$ cat src/core/pilot_seq_pkg.sv
// constants, register map and state codes of the pilot light-off sequencer
// assumes a 20 MHz system clock and a 32-bit classic wishbone register bus
package pilot_seq_pkg;

  // time base
  localparam int unsigned CLK_PERIOD_NS = 50;
  localparam int unsigned TIME_TICK_NS  = 1_000_000; // one millisecond
  localparam int unsigned TICK_CYCLES_DEF = TIME_TICK_NS / CLK_PERIOD_NS;

  // sequencer figures
  localparam logic [1:0] IGN_FAIL_LIMIT = 2'h3;
  localparam int unsigned SYNC_W = 13;

  // register byte offsets
  localparam logic [7:0] OFS_CTRL   = 8'h00;
  localparam logic [7:0] OFS_LIMIT  = 8'h04;
  localparam logic [7:0] OFS_TIMES  = 8'h08;
  localparam logic [7:0] OFS_STBY   = 8'h0C;
  localparam logic [7:0] OFS_STATUS = 8'h10;

  // control register fields
  localparam int unsigned CTRL_START    = 0; // write-one pulse
  localparam int unsigned CTRL_STOP     = 1;
  localparam int unsigned CTRL_CLEAR    = 2; // write-one pulse
  localparam int unsigned CTRL_FUEL_AIR_RATIO_CHANNELS_EN  = 3;
  localparam int unsigned CTRL_LF_DIS   = 4;
  localparam int unsigned CTRL_STBY_MP  = 5;
  localparam int unsigned CTRL_RELIGHT  = 6;
  localparam int unsigned CTRL_POM_LSB  = 8;  // two bits
  localparam int unsigned CTRL_KIND_LSB = 12; // three bits
  localparam logic [31:0] CTRL_MASK  = 32'h0000_737A;
  localparam logic [31:0] CTRL_RST   = 32'h0000_0000;
  localparam logic [31:0] LIMIT_MASK = 32'h0000_007F;
  localparam logic [31:0] LIMIT_RST  = 32'h0000_0013; // 1 pilot, 3 relights
  localparam logic [31:0] TIMES_RST  = 32'h2710_2710; // 10 s and 10 s
  localparam logic [31:0] STBY_MASK  = 32'h0000_FFFF;
  localparam logic [31:0] STBY_RST   = 32'h0000_EA60; // 60 s

  // pilot-off modes
  localparam logic [1:0] POM_DISABLED = 2'h0;
  localparam logic [1:0] POM_OFF_AT_SP = 2'h1;

  // main fuel state kinds
  typedef enum logic [2:0] {
    MK_LOW_FIRE  = 3'h0,
    MK_HIGH_FIRE = 3'h1,
    MK_INCIN     = 3'h2,
    MK_INCIN_NA  = 3'h3,
    MK_PID       = 3'h4
  } main_kind_e;

  // sequencer states, gray along the light-off path
  typedef enum logic [2:0] {
    ST_IDLE     = 3'h0,
    ST_PREPURGE = 3'h1,
    ST_REQ_PPOS = 3'h3,
    ST_IGNITION = 3'h2,
    ST_PILOT    = 3'h6,
    ST_MAIN     = 3'h7,
    ST_WAITING  = 3'h5,
    ST_LOCKOUT  = 3'h4
  } seq_state_e;

endpackage : pilot_seq_pkg

$ cat src/core/seq_timer_if.sv
// handshake between the sequencer and its millisecond delay timer
// assumes both ends sit on the same clock
`timescale 1ns/100ps
`default_nettype none
interface seq_timer_if;
  logic        start;   // reload and run
  logic [15:0] load;    // delay in ms
  logic        expired; // level until next start
  modport ctl (output start, output load, input expired);
  modport tmr (input start, input load, output expired);
endinterface : seq_timer_if
`default_nettype wire

$ cat src/core/burner_pilot_light_off_sequencer.sv
// pilot light-off sequencer: request pilot position, ignition and pilot
// assumes field inputs are asynchronous levels and software uses wishbone
//
// Summary of operation
// - request pilot position: all safety outputs off
// - request pilot position: fan on, channels at pilot
// - prepurge done, ratio control on, clean: position
// - position step exits: lockout, waiting, ignition
// - ignition: pilots and igniters on, mains off
// - ignition: pilot, ion valve, coil, uv closed
// - no fuel state before successful pilot ignition
// - waiting to ignition when ratio control disabled
// - prepurge done, ratio control off: ignition
// - three consecutive ignition failures cause lockout
// - fewer failures: ignition goes to waiting
// - flame present on ignition entry: lockout
// - flame loss: relight limit picks lockout/waiting
// - ignition: alarm or stop lockout, wait waits
// - ignition success with enough pilots: pilot
// - pilot: pilot valves on, igniters, mains off
// - pilot: coil and uv only while relighting
// - low fire or pid above low fire: pilot
// - main permissive in main fuel: pilot
// - high fire above setpoint, low fire off
// - incinerate no assist above waste gas off
// - pid band with standby delay elapsed: pilot
//
// Design decisions made here: the Wishbone interface to the registers and the register offsets.
`timescale 1ns/100ps
`default_nettype none
module burner_pilot_light_off_sequencer
  import pilot_seq_pkg::*;
#(
  parameter int unsigned TICK_CYCLES = TICK_CYCLES_DEF
) (
  input  wire logic        clk_i,                // 20 MHz clock
  input  wire logic        rst_i,                // sync reset, high
  input  wire logic        wb_cyc_i,             // bus cycle
  input  wire logic        wb_stb_i,             // strobe
  input  wire logic        wb_we_i,              // write enable
  input  wire logic [7:0]  wb_adr_i,             // byte address
  input  wire logic [3:0]  wb_sel_i,             // byte lanes
  input  wire logic [31:0] wb_dat_i,             // write data
  output logic      [31:0] wb_dat_o,             // read data
  output logic             wb_ack_o,             // acknowledge
  input  wire logic        alarm_i,              // alarm condition
  input  wire logic        wait_cond_i,          // wait condition
  input  wire logic        prepurge_done_i,      // purge completed ok
  input  wire logic        pilot_pos_proven_i,   // positioners at pilot
  input  wire logic [3:0]  flame_i,              // flame per pilot card
  input  wire logic        main_permissive_i,    // main permissive
  input  wire logic        main_request_i,       // process wants main
  input  wire logic        above_low_fire_i,     // temp > low fire sp
  input  wire logic        above_process_i,      // temp > process sp
  input  wire logic        above_waste_off_i,    // temp > waste gas off
  output logic             pilot_valve_o,        // pilot valve
  output logic             main_shutoff_valve_one_o, // main valve one
  output logic             main_shutoff_valve_two_o, // main valve two
  output logic             ion_valve_o,          // ion card valve
  output logic             ion_coil_o,           // ion card coil
  output logic             uv_ign_enable_o,      // uv contact, 1 closed
  output logic             fan_output_o,         // fan
  output logic             fuel_air_ratio_channels_pilot_o, // to pilot pos
  output logic [2:0]       state_o               // sequencer state
);

  seq_state_e state_q, state_d;
  logic [31:0] ctrl_q, limit_q, times_q, stby_q;
  logic        start_q, clear_q, ack_q;
  logic [1:0]  fail_cnt_q;
  logic [3:0]  relight_cnt_q;
  logic        ign_first_q, flame_seen_q, relight_q, stby_arm_q;
  logic [SYNC_W-1:0] raw, syn;
  logic        alarm, waitc, pp_done, ppos_ok, permissive, main_req;
  logic        hi_lf, hi_proc, hi_wg;
  logic [3:0]  flame;
  logic        flame_any, enough_pilots, ign_fail, ign_loss, run_loss;
  logic        loss_exceeded, stop, fuel_air_ratio_channels_en, pom_ok, pid_band, stby_cond;
  logic        to_pilot, pilot_loss;
  logic [2:0]  pilots_on;
  logic [1:0]  pom;
  main_kind_e  kind;
  logic        bus_req, bus_wr;
  logic [31:0] wmask;

  seq_timer_if tif ();

  // field inputs cross into the clock domain
  assign raw = {alarm_i, wait_cond_i, prepurge_done_i, pilot_pos_proven_i,
                flame_i, main_permissive_i, main_request_i,
                above_low_fire_i, above_process_i, above_waste_off_i};
  sync_two_ff #(.W(SYNC_W)) u_sync (
    .clk_i (clk_i),
    .rst_i (rst_i),
    .d_i   (raw),
    .q_o   (syn)
  );
  assign {alarm, waitc, pp_done, ppos_ok, flame, permissive, main_req,
          hi_lf, hi_proc, hi_wg} = syn;

  seq_timer #(.TICK_CYCLES(TICK_CYCLES)) u_timer (
    .clk_i (clk_i),
    .rst_i (rst_i),
    .tmr   (tif.tmr)
  );

  // settings decoded from the control registers
  assign stop     = ctrl_q[CTRL_STOP];
  assign fuel_air_ratio_channels_en  = ctrl_q[CTRL_FUEL_AIR_RATIO_CHANNELS_EN];
  assign pom      = ctrl_q[CTRL_POM_LSB +: 2];
  assign kind     = main_kind_e'(ctrl_q[CTRL_KIND_LSB +: 3]);
  assign pom_ok   = (pom == POM_DISABLED) || (pom == POM_OFF_AT_SP);

  // flame evaluation
  assign flame_any     = |flame;
  assign pilots_on     = 3'({2'b00, flame[0]} + {2'b00, flame[1]}
                         + {2'b00, flame[2]} + {2'b00, flame[3]});
  assign enough_pilots = flame_any && (pilots_on >= limit_q[6:4]);
  assign loss_exceeded = (relight_cnt_q >= limit_q[3:0]);
  assign ign_fail = tif.expired && !ign_first_q && !enough_pilots;
  assign ign_loss = flame_seen_q && !flame_any;
  assign pilot_loss = ctrl_q[CTRL_RELIGHT]
                    ? (relight_q && tif.expired && !flame_any)
                    : !flame_any;
  assign run_loss = !flame_any;

  // return paths from main fuel back to pilot
  assign pid_band  = hi_proc && !hi_lf;
  assign stby_cond = (state_q == ST_MAIN) && (kind == MK_PID) && pid_band
                   && ctrl_q[CTRL_STBY_MP];
  always_comb begin
    to_pilot = permissive && pom_ok;
    unique case (kind)
      MK_LOW_FIRE:  to_pilot = to_pilot || (hi_lf && pom_ok);
      MK_HIGH_FIRE: to_pilot = to_pilot
                    || (hi_proc && ctrl_q[CTRL_LF_DIS] && pom_ok);
      MK_INCIN_NA:  to_pilot = to_pilot || (hi_wg && pom_ok);
      MK_PID:       to_pilot = to_pilot || (hi_lf && pom_ok)
                    || (stby_cond && stby_arm_q && tif.expired);
      default:      to_pilot = to_pilot;
    endcase
  end

  // next state, lockout first, then waiting, then forward
  always_comb begin
    state_d = state_q;
    unique case (state_q)
      ST_IDLE: begin
        if (start_q && !alarm && !stop) state_d = ST_PREPURGE;
      end
      ST_PREPURGE: begin
        if (alarm || stop) state_d = ST_LOCKOUT;
        else if (waitc) state_d = ST_WAITING;
        else if (pp_done && fuel_air_ratio_channels_en) state_d = ST_REQ_PPOS;
        else if (pp_done) state_d = ST_IGNITION;
      end
      ST_REQ_PPOS: begin
        if (alarm || stop) state_d = ST_LOCKOUT;
        else if (tif.expired && !ppos_ok) state_d = ST_LOCKOUT;
        else if (waitc) state_d = ST_WAITING;
        else if (ppos_ok) state_d = ST_IGNITION;
      end
      ST_IGNITION: begin
        if (alarm || stop) state_d = ST_LOCKOUT;
        else if (ign_first_q && flame_any) state_d = ST_LOCKOUT;
        else if (ign_loss && loss_exceeded) state_d = ST_LOCKOUT;
        else if (ign_fail && (fail_cnt_q + 2'h1 >= IGN_FAIL_LIMIT))
          state_d = ST_LOCKOUT;
        else if (waitc) state_d = ST_WAITING;
        else if (ign_loss || ign_fail) state_d = ST_WAITING;
        else if (!ign_first_q && enough_pilots)
          state_d = ST_PILOT;
      end
      ST_PILOT: begin
        if (alarm || stop) state_d = ST_LOCKOUT;
        else if (pilot_loss && loss_exceeded) state_d = ST_LOCKOUT;
        else if (waitc || pilot_loss) state_d = ST_WAITING;
        else if (main_req && !permissive) state_d = ST_MAIN;
      end
      ST_MAIN: begin
        if (alarm || stop) state_d = ST_LOCKOUT;
        else if (run_loss && loss_exceeded) state_d = ST_LOCKOUT;
        else if (waitc || run_loss) state_d = ST_WAITING;
        else if (to_pilot) state_d = ST_PILOT;
      end
      ST_WAITING: begin
        if (alarm || stop) state_d = ST_LOCKOUT;
        else if (!waitc && !fuel_air_ratio_channels_en) state_d = ST_IGNITION;
        else if (!waitc) state_d = ST_PREPURGE;
      end
      ST_LOCKOUT: begin
        if (clear_q && !alarm) state_d = ST_IDLE;
      end
    endcase
  end

  // state register
  always_ff @(posedge clk_i) begin
    if (rst_i) state_q <= ST_IDLE;
    else state_q <= state_d;
  end

  // timer starts: position proof and ignition trial, relight, standby
  always_comb begin
    tif.start = 1'b0;
    tif.load  = times_q[15:0];
    if (state_q != state_d
        && (state_d inside {ST_IGNITION, ST_REQ_PPOS})) begin
      tif.start = 1'b1;
    end else if (state_q == ST_PILOT && state_d == ST_PILOT && !flame_any
                 && !relight_q && ctrl_q[CTRL_RELIGHT]) begin
      tif.start = 1'b1;
      tif.load  = times_q[31:16];
    end else if (stby_cond && !stby_arm_q) begin
      tif.start = 1'b1;
      tif.load  = stby_q[15:0];
    end
  end

  // ignition bookkeeping: entry cycle and flame proven
  always_ff @(posedge clk_i) begin
    if (rst_i) begin
      ign_first_q  <= 1'b0;
      flame_seen_q <= 1'b0;
    end else begin
      ign_first_q  <= (state_d == ST_IGNITION) && (state_q != ST_IGNITION);
      flame_seen_q <= (state_d == ST_IGNITION) && !ign_first_q
                      && (flame_seen_q || flame_any);
    end
  end

  // consecutive failure count, cleared on a lit pilot
  always_ff @(posedge clk_i) begin
    if (rst_i || (state_q == ST_IDLE && start_q)) begin
      fail_cnt_q <= 2'h0;
    end else if (state_q == ST_IGNITION && state_d == ST_PILOT) begin
      fail_cnt_q <= 2'h0;
    end else if (state_q == ST_IGNITION && ign_fail
                 && fail_cnt_q != IGN_FAIL_LIMIT) begin
      fail_cnt_q <= fail_cnt_q + 2'h1;
    end
  end

  // relight attempts, counted on each flame loss, in pilot with relight only once the window runs out
  always_ff @(posedge clk_i) begin
    if (rst_i || (state_q == ST_IDLE && start_q)) begin
      relight_cnt_q <= 4'h0;
    end else if ((state_q == ST_IGNITION && ign_loss && !ign_first_q)
                 || (state_q == ST_PILOT && pilot_loss)
                 || (state_q == ST_MAIN && run_loss)) begin
      if (relight_cnt_q != 4'hF) relight_cnt_q <= relight_cnt_q + 4'h1;
    end
  end

  // relight window and standby arming
  always_ff @(posedge clk_i) begin
    if (rst_i) begin
      relight_q  <= 1'b0;
      stby_arm_q <= 1'b0;
    end else begin
      if (state_q != ST_PILOT || flame_any) relight_q <= 1'b0;
      else if (ctrl_q[CTRL_RELIGHT]) relight_q <= 1'b1;
      stby_arm_q <= stby_cond;
    end
  end

  // safety outputs per state, registered
  always_ff @(posedge clk_i) begin
    if (rst_i) begin
      pilot_valve_o                   <= 1'b0;
      main_shutoff_valve_one_o        <= 1'b0;
      main_shutoff_valve_two_o        <= 1'b0;
      ion_valve_o                     <= 1'b0;
      ion_coil_o                      <= 1'b0;
      uv_ign_enable_o                 <= 1'b0;
      fan_output_o                    <= 1'b0;
      fuel_air_ratio_channels_pilot_o <= 1'b0;
    end else begin
      pilot_valve_o <= state_q inside {ST_IGNITION, ST_PILOT, ST_MAIN};
      ion_valve_o   <= state_q inside {ST_IGNITION, ST_PILOT, ST_MAIN};
      main_shutoff_valve_one_o <= (state_q == ST_MAIN);
      main_shutoff_valve_two_o <= (state_q == ST_MAIN);
      ion_coil_o      <= (state_q == ST_IGNITION)
                         || (state_q == ST_PILOT && relight_q);
      uv_ign_enable_o <= (state_q == ST_IGNITION)
                         || (state_q == ST_PILOT && relight_q);
      fan_output_o    <= state_q inside {ST_PREPURGE, ST_REQ_PPOS,
                                         ST_IGNITION, ST_PILOT, ST_MAIN};
      fuel_air_ratio_channels_pilot_o <= (state_q == ST_REQ_PPOS);
    end
  end
  assign state_o = state_q;

  // wishbone slave: ack one cycle after the strobe, write at ack
  assign bus_req  = wb_cyc_i && wb_stb_i;
  assign bus_wr   = bus_req && wb_we_i && ack_q;
  assign wmask    = {{8{wb_sel_i[3]}}, {8{wb_sel_i[2]}},
                     {8{wb_sel_i[1]}}, {8{wb_sel_i[0]}}};
  assign wb_ack_o = ack_q;

  always_ff @(posedge clk_i) begin
    if (rst_i) ack_q <= 1'b0;
    else ack_q <= bus_req && !ack_q;
  end

  // register writes, pulse bits are not stored
  always_ff @(posedge clk_i) begin
    if (rst_i) begin
      ctrl_q  <= CTRL_RST;
      limit_q <= LIMIT_RST;
      times_q <= TIMES_RST;
      stby_q  <= STBY_RST;
    end else if (bus_wr) begin
      unique case (wb_adr_i)
        OFS_CTRL:  ctrl_q  <= ((ctrl_q & ~wmask) | (wb_dat_i & wmask))
                              & CTRL_MASK;
        OFS_LIMIT: limit_q <= ((limit_q & ~wmask) | (wb_dat_i & wmask))
                              & LIMIT_MASK;
        OFS_TIMES: times_q <= (times_q & ~wmask) | (wb_dat_i & wmask);
        OFS_STBY:  stby_q  <= ((stby_q & ~wmask) | (wb_dat_i & wmask))
                              & STBY_MASK;
        default:   ;
      endcase
    end
  end

  // start and clear command pulses
  always_ff @(posedge clk_i) begin
    if (rst_i) begin
      start_q <= 1'b0;
      clear_q <= 1'b0;
    end else begin
      start_q <= bus_wr && (wb_adr_i == OFS_CTRL) && wb_sel_i[0]
                 && wb_dat_i[CTRL_START];
      clear_q <= bus_wr && (wb_adr_i == OFS_CTRL) && wb_sel_i[0]
                 && wb_dat_i[CTRL_CLEAR];
    end
  end

  // read data, unmapped addresses read zero
  always_ff @(posedge clk_i) begin
    if (rst_i) begin
      wb_dat_o <= 32'h0000_0000;
    end else if (bus_req && !ack_q) begin
      unique case (wb_adr_i)
        OFS_CTRL:   wb_dat_o <= ctrl_q;
        OFS_LIMIT:  wb_dat_o <= limit_q;
        OFS_TIMES:  wb_dat_o <= times_q;
        OFS_STBY:   wb_dat_o <= stby_q;
        OFS_STATUS: wb_dat_o <= {8'h00, fuel_air_ratio_channels_pilot_o,
                                 fan_output_o, uv_ign_enable_o, ion_coil_o,
                                 ion_valve_o, main_shutoff_valve_two_o,
                                 main_shutoff_valve_one_o, pilot_valve_o,
                                 flame, relight_cnt_q, 2'b00, fail_cnt_q,
                                 1'b0, state_q};
        default:    wb_dat_o <= 32'h0000_0000;
      endcase
    end
  end

endmodule : burner_pilot_light_off_sequencer
`default_nettype wire

$ cat src/core/sync_two_ff.sv
// two-flop synchroniser for a group of field inputs
// assumes the inputs are static levels from outside the clock domain
`timescale 1ns/100ps
`default_nettype none
module sync_two_ff #(
  parameter int unsigned W = 1
) (
  input  wire logic         clk_i, // system clock
  input  wire logic         rst_i, // synchronous reset
  input  wire logic [W-1:0] d_i,   // asynchronous levels
  output logic      [W-1:0] q_o    // synchronised levels
);
  logic [W-1:0] meta_q;

  // first stage feeds only the second
  always_ff @(posedge clk_i) begin
    if (rst_i) begin
      meta_q <= '0;
      q_o    <= '0;
    end else begin
      meta_q <= d_i;
      q_o    <= meta_q;
    end
  end
endmodule : sync_two_ff
`default_nettype wire

$ cat src/core/seq_timer.sv
// millisecond delay timer with its own tick divider
// assumes one clock; start restarts the divider and the count
`timescale 1ns/100ps
`default_nettype none
module seq_timer #(
  parameter int unsigned TICK_CYCLES = 20000
) (
  input  wire logic clk_i,  // system clock
  input  wire logic rst_i,  // synchronous reset
  seq_timer_if.tmr  tmr     // control from the sequencer
);
  logic [15:0] div_q;
  logic [15:0] count_q;
  logic        active_q;
  logic        expired_q;
  logic        tick;

  assign tick        = (div_q == 16'(TICK_CYCLES - 1));
  assign tmr.expired = expired_q;

  // tick divider, one enable pulse per ms
  always_ff @(posedge clk_i) begin
    if (rst_i || tmr.start || tick) begin
      div_q <= 16'h0000;
    end else begin
      div_q <= div_q + 16'h0001;
    end
  end

  // delay count
  always_ff @(posedge clk_i) begin
    if (rst_i) begin
      count_q   <= 16'h0000;
      active_q  <= 1'b0;
      expired_q <= 1'b0;
    end else if (tmr.start) begin
      count_q   <= tmr.load;
      active_q  <= 1'b1;
      expired_q <= 1'b0;
    end else if (active_q && tick) begin
      if (count_q <= 16'h0001) begin
        count_q   <= 16'h0000;
        active_q  <= 1'b0;
        expired_q <= 1'b1;
      end else begin
        count_q <= count_q - 16'h0001;
      end
    end
  end
endmodule : seq_timer
`default_nettype wire

$ cat config.mk
export PLATFORM = sky130hd
export DESIGN_NAME = burner_pilot_light_off_sequencer
export DESIGN_NICKNAME = d
export VERILOG_FILES = /design/src/core/pilot_seq_pkg.sv /design/src/core/seq_timer_if.sv /design/src/core/burner_pilot_light_off_sequencer.sv /design/src/core/sync_two_ff.sv /design/src/core/seq_timer.sv
export SDC_FILE = /design/constraint.sdc
export NUM_CORES = 1
export LEC_CHECK = 0
export CAP_MARGIN = 20
export CORE_MARGIN = 2
export CORE_UTILIZATION = 57
export DETAILED_ROUTE_END_ITERATION = 12
export DONT_BUFFER_PORTS = 1
export PLACE_DENSITY = 0.76
export SETUP_SLACK_MARGIN = 0.1
export SYNTH_ARGS = -nofsm -noshare
export SYNTH_HDL_FRONTEND = slang
export SYNTH_HIERARCHICAL = 1
export SYNTH_SLANG_ARGS = --single-unit
$ cat constraint.sdc
create_clock -name clk_i -period 4.13 [get_ports clk_i]
set_clock_uncertainty 0.05 [all_clocks]
set_input_delay 0.413 -clock clk_i [delete_from_list [all_inputs] [get_ports clk_i]]
set_output_delay 0.413 -clock clk_i [all_outputs]
set_load 0.01 [all_outputs]
[Yosys cells after proc, flatten, opt, wreduce, memory -nomap -nowiden]
Cells that the tools add are included.
Widths: inputs -> output; s select.
Word-level totals
  register bits after elaboration: 178
  logic and storage cells: 222
  output and inout bits: 44
  input bits: 62
Cells by class
  add/subtract/negate cells: 7
  equality and inequality tests: 24
  order comparisons: 4
  reductions and logical operators: 107
  mux-type cells: 44
  bitwise operators: 10
Operators with widths (number)
  $pmux 32 s5: 1
  $mux 16: 6
  $mux 3: 28
  $and 32x32->32: 2
  $logic_and 1x1->1: 57
  $not 32->32: 1
  $or 32x32->32: 1
  $pmux 3 s8: 1
  $eq 3x3->1 const B: 6
  $logic_or 1x1->1: 17
  $add 16x1->16 const B: 1
  $and 16x16->16: 1
  $eq 16x15->1 const B: 1
  $eq 8x4->1 const B: 2
  $le 16x1->1 const B: 1
  $or 16x16->16: 1
  $sub 16x1->16 const B: 1
  $and 15x15->15: 1
  $eq 3x2->1 const B: 5
  $or 15x15->15: 1
  $reduce_and 2->1: 7
  $logic_not 1->1: 13
  $eq 8x3->1 const B: 1
  $eq 8x5->1 const B: 1
  27 further kinds: 39

[Longest topological paths before layout]
Gate-level depths: netlist (run 1).
  word-level depth: 24
  depth in mapped cells: 17
  mapped depth without buffers: 14

[Modules after synthesis]
Netlist (run 1), hierarchy kept.
Modules (own cells, without submodules)
  burner_pilot_light_off_sequencer: cells an instance 668, area an instance 5824.3 µm², sequential area each 2362.3 µm², times used 1
  seq_timer: cells an instance 225, area an instance 1830.5 µm², sequential area each 680.7 µm², times used 1
  sync_two_ff: cells an instance 54, area an instance 700.7 µm², sequential area each 520.5 µm², times used 1

[Worst setup path after synthesis (run 1)]
Ideal clock, no wire load.
  path kind: register to register
  from: register u_sync.q_o[8]
  to: register u_timer.div_q[10]
  cell stages (with the launch flop): 18
  data arrival time: 3835 ps
  setup slack: 117 ps
  data required time: 3952 ps
  clock period less this slack: 4013 ps
  library setup time: 128 ps
  cell sequence: dfxtp_1 fa_1 ha_1 ha_1 ha_1 nand2_1 o21ai_0 a22o_1 a21oi_1 a22o_2 nor3_4 buf_12 a211o_1 clkbuf_1 nor2_1 nand2b_1 clkbuf_1 nor2_1
Between the ends
  cells in the longest elaborated chain, start to end: 22
  elaborated cells on any way between the ends: 47
  classes of those cells: add/sub: 1; order compare: 1; eq/ne: 4; mux: 17; reduce/logical: 24
RTL lines
  start: declaration: RTL line sync_two_ff.sv:11  | output logic [W-1:0] q_o
  start signal: assignment: RTL line sync_two_ff.sv:22  | q_o <= meta_q;
  $add 3x1->3: RTL line burner_pilot_light_off_sequencer.sv:117  | + {2'b00, flame[2]} + {2'b00, flame[3]});
  $ge 3x3->1: RTL line burner_pilot_light_off_sequencer.sv:118  | assign enough_pilots = flame_any && (pilots_on >= limit_q[6:4]);
  $logic_and 1x1->1: RTL line burner_pilot_light_off_sequencer.sv:118
  $logic_not 1->1: RTL line burner_pilot_light_off_sequencer.sv:120  | assign ign_fail = tif.expired && !ign_first_q && !enough_pilots;
  $logic_and 1x1->1: RTL line burner_pilot_light_off_sequencer.sv:120
  $logic_or 1x1->1: RTL line burner_pilot_light_off_sequencer.sv:170  | else if (ign_loss || ign_fail) state_d = ST_WAITING;
  $mux 3: RTL line burner_pilot_light_off_sequencer.sv:170
  $mux 3: RTL line burner_pilot_light_off_sequencer.sv:169  | else if (waitc) state_d = ST_WAITING;
  (+4 left out)
  $pmux 3 s8: RTL line burner_pilot_light_off_sequencer.sv:147  | unique case (state_q)
  $eq 3x3->1: RTL line burner_pilot_light_off_sequencer.sv:210  | end else if (state_q == ST_PILOT && state_d == ST_PILOT && !flame_any
  $logic_and 1x1->1 (2 in a row): RTL line burner_pilot_light_off_sequencer.sv:210
  $logic_and 1x1->1 (2 in a row): RTL line burner_pilot_light_off_sequencer.sv:211  | && !relight_q && ctrl_q[CTRL_RELIGHT]) begin
  $mux 1: RTL line burner_pilot_light_off_sequencer.sv:210
  $mux 1 (*): RTL line burner_pilot_light_off_sequencer.sv:207  | if (state_q != state_d
  named net tif.start: RTL line seq_timer_if.sv:6  | logic start;
  $logic_or 1x1->1 (*) (2 in a row): RTL line seq_timer.sv:23  | if (rst_i || tmr.start || tick) begin
  end signal: assignment: RTL line seq_timer.sv:26  | div_q <= div_q + 16'h0001;
  end: declaration: RTL line seq_timer.sv:12  | logic [15:0] div_q;
Mark *: on every way through the listed nets, which the timed path passes. The rest lies on a longest branch.
A chain may end at the register's enable or synchronous reset.

[Worst setup path in the final report (run 1)]
  from: register u_sync.q_o[6]
  to: register u_timer.count_q[3]
Between the ends
  cells in the longest elaborated chain, start to end: 23
  elaborated cells on any way between the ends: 51
  classes of those cells: add/sub: 3; order compare: 1; eq/ne: 4; mux: 20; reduce/logical: 23
RTL lines
  $add 1x1->2: RTL line burner_pilot_light_off_sequencer.sv:116  | assign pilots_on = 3'({2'b00, flame[0]} + {2'b00, flame[1]}
  $add 2x1->3: RTL line burner_pilot_light_off_sequencer.sv:117
  $add 3x1->3: RTL line burner_pilot_light_off_sequencer.sv:117
  $ge 3x3->1: RTL line burner_pilot_light_off_sequencer.sv:118
  $logic_and 1x1->1: RTL line burner_pilot_light_off_sequencer.sv:118
  $logic_not 1->1: RTL line burner_pilot_light_off_sequencer.sv:120
  $logic_and 1x1->1: RTL line burner_pilot_light_off_sequencer.sv:120
  $logic_or 1x1->1: RTL line burner_pilot_light_off_sequencer.sv:170
  (+6 left out)
  $pmux 3 s8: RTL line burner_pilot_light_off_sequencer.sv:147
  $eq 3x3->1: RTL line burner_pilot_light_off_sequencer.sv:210
  $logic_and 1x1->1 (2 in a row): RTL line burner_pilot_light_off_sequencer.sv:210
  $logic_and 1x1->1 (2 in a row): RTL line burner_pilot_light_off_sequencer.sv:211
  $mux 16: RTL line burner_pilot_light_off_sequencer.sv:210
  $mux 16 (*): RTL line burner_pilot_light_off_sequencer.sv:207
  named net tif.load[3]: RTL line seq_timer_if.sv:7  | logic [15:0] load;
  $mux 16 (*): RTL line seq_timer.sv:36  | end else if (tmr.start) begin
  end signal: assignment: RTL line seq_timer.sv:37  | count_q <= tmr.load;
  end signal: assignment: RTL line seq_timer.sv:46  | count_q <= count_q - 16'h0001;
  end: declaration: RTL line seq_timer.sv:13  | logic [15:0] count_q;
Marked as above.

==> metrics.md, run 1 <==
| Metric | Value |
|---|---|
| Outcome | completed |
| FF-to-FF Start | u_sync/q_o[6] |
| Die Wd | approximately 130 µm |
| Startpoint Class | register |
| Crit path time final | approximately 3800 ps |
| Core area | about 0.014 mm² |
| Hold EP | u_sync/q_o[2] |
| # nets final | just over 1000 |
| Vias/cell | ~6 |
| # IOs | roughly 110 |
| Initial Utilization | 0.579 |
| Max Cap Viol | 0 |
| DRT Wirelength | roughly 22000 µm |
| Post-synth EDFFs | 0 |
| Critical register-to-register path endpoint | u_timer/count_q[3] |
| Syn Std Cell Area | roughly 0.0084 mm² |
| Post-route clock period utilization | 0.910 |
| Clock Latency Late Sink | 440 ps |
| Vias in the first global route | 6440 |
| Peak VDD IR | roughly 0.29 mV |
| Switching share of power | 0.223 |
| Arr. time, crit path | ~4000 ps |
| Pre-antenna DRT Iters | 6 |
| Final hold violation count | 0 |
| Worst Tran Pin Value | 1020 ps |
| Cell taking the most area after synthesis | dfxtp_1 |
| Setup tns final | 0 ps |
| CP most frequent cell | ha_1 |
| R2r setup slk | approximately 370 ps |
| Syn nets | around 1000 |
| Hold Path Stages | 1 |
| Gpl congestion | 0.919 |
| Power Density | approximately 380 mW/mm² |
| Post-synthesis sequential area ratio | 0.426 |
| HP Start | rst_i |
| Final ANT Viol Nets | 0 |
| Clock Sinks | about 180 |
| Critical Path Sink Type | register |
| Placed Cells | ~1100 |
| Avg Cell Area, Syn | ~8.8 µm² |
| Die Ht | between 100 and 150 µm |
| Diode count | 0 |
| Top_reg_cell synth | dfxtp_1 |
| Leak pwr | 3.37 nW |
| Final Max Tran Viols | 0 |
| Bufs on Longest Clock Path | 2 |
| Logic pwr share | 0.024 |
| Synth Register Bits | approximately 180 |
| Worst Path Required | approximately 4400 ps |
| Clock buffer count from CTS | 17 |
| FF-to-FF path depth | 14 |
| Sequential group share of total power | 0.506 |
| Rows | between 40 and 50 |
| Final setup vio count | 0 |
| Power share of the clock group | 0.470 |
| Critical-path cell list | fa_1, ha_1, ha_1, ha_1, nand2_1, o21ai_1, a21oi_1, nor3_1, o21ai_1, nor3_4, buf_12, mux2_2, a22oi_1, a21oi_1 |
| Post-CTS setup buffer count | 0 |
| H-Tree Depth | 4 |
| Global-route wire length before repair | 34300 µm |
| Ys Warns | 6 |
| Fmax | 266 MHz |
| Final HPWL DP | 14900 µm |
| Drt wl/cell | ~19 µm |
| FFs w/ async S/R, synth | 0 |
| Non-Filler Instances | between 1000 and 1500 |
| Slew margin rel. | 0.316 |
| CTS clk-pin slew, worst paths | approximately 70 ps |
| Share of layout cells above drive strength 1 | 0.113 |
| Unrepaired setup endpoints after global routing | false |
| Gate Count Post-Synth | around 950 |
| Initial antenna violation count | 0 |
| First-iteration detailed-routing DRC count | 850 |
| Die ar. | roughly 0.016 mm² |
| Synth area leaders | dfxtp_1, nor2_1, mux2i_1, a21oi_1, nand2_1 |
| Port buffer count | 0 |
| Largest net degree at the start of global routing | roughly 150 |
| Post-synth top area share | 0.426 |
| Global route overflow | 0 |
| Via count | between 6000 and 7000 |
| Worst Hold Class | input port to register |
| Crit Path Max Fanout | 16 |
| CP peak stage delay | about 430 ps |
| Sw power | about 0.77 mW |
| Syn-to-layout area delta | 8.24% |
| GRT Total Usage | 0.274 |
| Slowest CP cell | fa_1 |
| Setup CP Type | register to register |
| Clock root cell | clkbuf_16 |
| Int Pwr | about 2.7 mW |
| Post-route DRC | 0 |
| CTS tree | yes |
| Distinct cells, synth | just under 80 |
## cell type report
cell class / count / area, µm²
clock inverters: 11 / 111
multi-input cells: 679 / 4380
inverters: 39 / 146
flip-flops and latches: 178 / 3560
repair buffers: 15 / 128
fillers: 1211 / 5380
well taps: 184 / 230
clock buffers: 21 / 480
## per-stage QoR
| stage | hold WS [ps] | instance area (µm²) | power (mW) | util | setup slack (ps) |
|---|---|---|---|---|---|
| 6_report | 26.4 | 9040 | 3.44 | 0.627 | 371 |
| 5_1_grt | 6.05 | 9040 | 3.56 | 0.627 | 133 |
| 4_1_cts | 1.58 | 9040 | 3.46 | 0.627 | 187 |
| 3_5_place_dp | 370 | 8440 | 1.86 | 0.585 | 190 |
| 3_3_place_gp | 370 | 8440 | 1.86 | 0.585 | 373 |
| 2_1_floorplan | 364 | 8360 | 1.87 | - | 117 |
## power groups by stage
stage	logic (mW)	clock network (mW)	registers (mW)
global route	0.0934	1.72	1.74
finish	0.0835	1.62	1.74
detailed placement	0.0799	0	1.78
CTS	0.0824	1.63	1.74
floorplan	0.0853	0	1.78
global placement	0.0784	0	1.78
## Yosys cell counts, drive strengths merged (3+ instances only)
cell,count
clkbuf,31
a222oi,11
o21ai,23
a211o,16
a21oi,78
nand2b,4
ha,16
mux2,34
o211ai,3
and2,3
or4,7
and3,5
inv,39
a22o,6
a311oi,5
a211oi,5
a221oi,6
dfxtp,178
nand2,88
nand4,8
a22oi,5
nor3b,4
nor2,139
buf,20
mux2i,41
nand3,34
a31oi,6
nor4,8
nor3,22
xor2,10
nor2b,39
a32oi,3
xnor2,8
nand3b,10
## layout by cell type (no fill, tap or decap), types with 7 or more instances in the layout
cell and instances:
a211o_1 16, a21oi_1 78, a222oi_1 11, buf_4 13, clkbuf_16 17, dfxtp_1 178
ha_1 16, inv_1 39, mux2_2 25, mux2_4 9, mux2i_1 41, nand2_1 88
nand3_1 33, nand3b_1 9, nand4_1 8, nor2_1 135, nor2b_1 39, nor3_1 18
nor4_1 7, o21ai_0 18, xnor2_1 8, xor2_1 10
## timing repair
action / CTS / global route
setup endpoints to repair: 0 / 27
hold endpoints to repair: 12 / 0
gates resized for setup: 0 / 2
hold buffers: 1 / 0
## metal layers
metal  vias to the layer above  track usage  part of all wire
met5                         -            0                 0
met4                         0        0.111             0.028
met3                        50       0.0719              0.10
met2                       343        0.411              0.44
met1                      3236        0.378              0.43
li1                       3297            -                 -
## worst max path at each step
stage | from | to | slack, ps | cells past startpoint
3_3_place_gp | u_sync/q_o[5] | u_timer/div_q[11] | 370 | 14
2_1_floorplan | u_sync/q_o[8] | u_timer/div_q[10] | 120 | 17
4_1_cts | u_sync/q_o[6] | u_timer/div_q[7] | 190 | 14
6_report | u_sync/q_o[6] | u_timer/count_q[3] | 370 | 14
5_1_grt | u_sync/q_o[6] | u_timer/count_q[3] | 130 | 14
3_5_place_dp | u_sync/q_o[6] | u_timer/div_q[7] | 190 | 14
## logic make-up after synthesis
kind of cell	synth area share
AND/OR/NAND/NOR	0.232
AO/OA/AOI/OAI	0.143
flip-flops	0.426
buffers and inverters	0.0491
multiplexers	0.104
XOR/XNOR	0.0189
adder cells (fa/ha/maj)	0.0264
## critical path: cells and delay by family, from the launching register on
family                   cells  cell delay [ps]
buffers and inverters        1              200
multiplexers                 1              360
AND/OR/NAND/NOR              3              550
flip-flops                   1              380
AO/OA/AOI/OAI                5              900
adder cells (fa/ha/maj)      4             1210
Note: power is estimated with default switching activity, not from simulation.
==> run 2, diff against run 1 <==
--- a/config.mk
+++ b/config.mk
@@ -5,12 +5,14 @@
 export SDC_FILE = /design/constraint.sdc
 export NUM_CORES = 1
 export LEC_CHECK = 0
+export ABC_AREA = 1
 export CAP_MARGIN = 20
 export CORE_MARGIN = 2
-export CORE_UTILIZATION = 57
+export CORE_UTILIZATION = 58
 export DETAILED_ROUTE_END_ITERATION = 12
 export DONT_BUFFER_PORTS = 1
-export PLACE_DENSITY = 0.76
+export PLACE_DENSITY = 0.77
+export REMOVE_ABC_BUFFERS = 1
 export SETUP_SLACK_MARGIN = 0.1
 export SYNTH_ARGS = -nofsm -noshare
 export SYNTH_HDL_FRONTEND = slang
==> run 2 against run 1 <==
Area after synthesis rose by 3.7%. Critical path depth grew 8. Clock power hardly changed. Count of clock-buffer cells in the layout increased by 1. Largest power group unchanged. Highest routed layer unchanged. Final area is 3.7% higher.
==> metrics.md, run 2 <==
| Metric | Value |
|---|---|
| Met3 usage | 0.0637 (-0.00817) |
| Peak VDD IR | 0.398 mV (+36%) |
| Gpl congestion | 0.923 (+0.49%) |
| Max Cap Viol | 0 (unchanged) |
| Post-route cell area | 0.00938 mm² (+3.7%) |
| Tot Pwr | 3.48 mW (+0.96%) |
| Die Ht | 126 µm (+0.93%) |
| Setup CP Type | register to register |
| Distinct cells, synth | 51 (-35%) |
| Leak pwr | 3.88 nW (+15%) |
| Crit Path Max Fanout | 9 (-7) |
| # IOs | 106 (unchanged) |
| Ys Warns | 6 (unchanged) |
| H-Tree Depth | 4 (unchanged) |
| Final ANT Viol Nets | 0 (unchanged) |
| Initial antenna violation count | 0 (unchanged) |
| Die Wd | 126 µm (+0.93%) |
| Unrepaired setup endpoints after global routing | true |
| Startpoint Class | register |
| Area occupied by multi-input gates | 0.00425 mm² (-3.2%) |
| CP peak stage delay | 480 ps (+50 ps) |
| Diode count | 0 (unchanged) |
| CTS clk-pin slew, worst paths | 60 ps (about the same) |
| Slew margin rel. | 0.352 (+0.0364) |
| Drt wl/cell | 16.7 µm (-12%) |
| Clock buffer count from CTS | 17 (unchanged) |
| Outcome | completed |
| Worst Tran Pin Value | 971 ps (-52.2 ps) |
| Worst Path Required | 4360 ps (-40 ps) |
| Critical Path Sink Type | register |
| Post-synth top area share | 0.411 (-0.0153) |
| Pre-antenna DRT Iters | 6 (unchanged) |
| Bufs on Longest Clock Path | 2 (unchanged) |
| Met1 usage | 0.384 (+0.00681) |
| Crit path time final | 3760 ps (-1.48 ps) |
| Vias in the first global route | 7659 (+19%) |
| GRT Total Usage | 0.302 (+0.0282) |
| Pre-CTS WS | 148 ps (-42.3 ps) |
| Cell taking the most area after synthesis | dfxtp_1 |
| Post-route clock period utilization | 0.910 (about the same) |
| Share of layout cells above drive strength 1 | 0.0810 (-0.0325) |
| Port buffer count | 0 (unchanged) |
| Syn Std Cell Area | 0.00867 mm² (+3.7%) |
| Synth area leaders | dfxtp_1, nand2_1, inv_1, a21oi_1, nor2_1 |
| Global-route wire length before repair | 38500 µm (+12%) |
| Final critical-path setup slack | 372 ps (+1.48 ps) |
| Die ar. | 0.0159 mm² (+1.9%) |
| Fill count | 1305 (+7.8%) |
| FFs w/ async S/R, synth | 0 (unchanged) |
| Post-route DRC | 0 (unchanged) |
| Final setup vio count | 0 (unchanged) |
| DRT Wirelength | 23800 µm (+10%) |
| Top post-synthesis cells by count | nand2_1, dfxtp_1, inv_1 |
| Synth Register Bits | 178 (unchanged) |
| Arr. time, crit path | 3980 ps (-50 ps) |
| Power Density | 371 mW/mm² (-2.7%) |
| Final hold violation count | 0 (unchanged) |
| Most frequent cells in the layout | nand2_1, dfxtp_1, inv_1, nor2_1, a21oi_1 |
| Critical-path cell list | fa_1, ha_1, ha_1, ha_1, nand3_1, nand3_1, nand2_1, nand2_1, nand2_1, nor2_1, nand2_2, nand2_1, nand2_1, nor2_1, nand3_1, nand3_1, clkinvlp_4, buf_4, nand3_1, nand2_1, inv_1, a21oi_1 |
| Final Max Tran Viols | 0 (unchanged) |
| Most common cell after layout, fill and taps aside | nand2_1 |
| Rows | 44 (unchanged) |
| Clock Sinks | 178 (unchanged) |
| Largest net degree at the start of global routing | 64 (-57%) |
| Grt peak-use layer | met2 |
| Global route overflow | 0 (unchanged) |
| Cell area after placement | 0.00872 mm² (+3.4%) |
| Most numerous cell in the Yosys netlist | nand2_1 |
| Top_reg_cell synth | dfxtp_1 |
| Post-synthesis sequential area ratio | 0.411 (-0.0153) |
| Clock Latency Late Sink | 430 ps (about the same) |
| Core area | 0.0146 mm² (+1.1%) |
| Syn-to-layout area delta | 8.24% (about the same) |
| Fmax | 266 MHz (about the same) |
| Avg Cell Area, Syn | 7.01 µm² (-21%) |
| Via count | 8101 (+17%) |
| CTS tree | yes |
| Register area | 0.00356 mm² (unchanged) |
| Met2 usage in global routing | 0.494 (+0.0829) |
| Clock root cell | clkbuf_16 |
| Gate Count Post-Synth | 1236 (+31%) |
| Final HPWL DP | 16000 µm (+7.8%) |
| CP most frequent cell | nand2_1 |
| R2r setup slk | 370 ps (about the same) |
| Slowest CP cell | fa_1 |
| Initial Utilization | 0.594 (+0.0148) |
| Vias/cell | 5.71 (-7.1%) |
| Post-synth EDFFs | 0 (unchanged) |
| # nets final | 1302 (+29%) |
| First-iteration detailed-routing DRC count | 849 (-0.12%) |
| Worst Hold Class | input port to register |
## run 2: changes by cell type in the layout (fill, tap and decap cells not counted), sizes merged, moves of 11 or more
cell / previous run / this run
inv: 46 / 167
o21ai: 23 / 98
mux2i: 41 / 1
a211o: 16 / 0
nand2: 88 / 313
o211ai: 3 / 16
a222oi: 11 / 0
nor2b: 39 / 0
mux2: 34 / 0
a21oi: 78 / 101
nand3: 34 / 68
## run 2: logic make-up after synthesis
logic type / synth area share
simple gates: 0.283
compound gates: 0.164
buf+inv: 0.102
flops: 0.411
fa+ha+maj: 0.0254
xor+xnor: 0.0131
mux: 0.00115
## run 2: path summary, 6_finish.rpt
kind,from,end,cells after the start
setup reg to reg,u_sync/q_o[5],u_timer/count_q[13],22
hold reg to reg,u_sync/meta_q[12],u_sync/q_o[12],2
setup / recovery,u_sync/q_o[5],u_timer/count_q[13],22
hold / removal,rst_i,wb_dat_o[20],1
## run 2: through the flow
stage | utilization | setup TNS, ps | std cells | hold WS (ps)
2_1_floorplan | - | -1860 | 1191 | 338
3_3_place_gp | 0.598 | 0 | 1383 | 339
3_5_place_dp | 0.598 | 0 | 1383 | 346
4_1_cts | 0.640 | 0 | 1415 | 0.591
5_1_grt | 0.643 | 0 | 1419 | 1.38
6_report | 0.643 | 0 | 1419 | 14.4
## run 2: critical path, delay by kind of cell, from the launching register on
family | cells | cell delay, ps
flops | 1 | 330
compound gates | 1 | 50
simple gates | 14 | 1440
fa+ha+maj | 4 | 1240
buf+inv | 3 | 510
## run 2: power by group
group | total (mW) | internal (mW) | switching (mW)
sequential | 1.75 | 1.74 | 0.0160
combinational | 0.119 | 0.0337 | 0.0850
clock | 1.60 | 0.935 | 0.669
## run 2: cell type report
class / count / share of cell area
sequential: 178 / 0.380
timing repair buffer: 13 / 0.0128
clock inverter: 9 / 0.0113
tap: 184 / 0.0245
multi-input combinational: 843 / 0.453
inverter: 170 / 0.0684
clock buffer: 22 / 0.0505
## run 2: repair_timing
| action | 4_1_cts | 5_1_grt |
|---|---|---|
| endpoints found under the setup margin | 0 | 30 |
| gates resized for setup | 0 | 5 |
| hold buffers | 1 | 1 |
| setup buffers | 0 | 3 |
| hold endpoints to repair | 51 | 13 |
## run 2: metal layers
layer	part of all wire	wire [µm]	vias to the layer above
met4	0.037	875	0
met5	0	0	-
met3	0.077	1840	61
met1	0.42	9970	3720
met2	0.47	11100	367
li1	-	-	3953
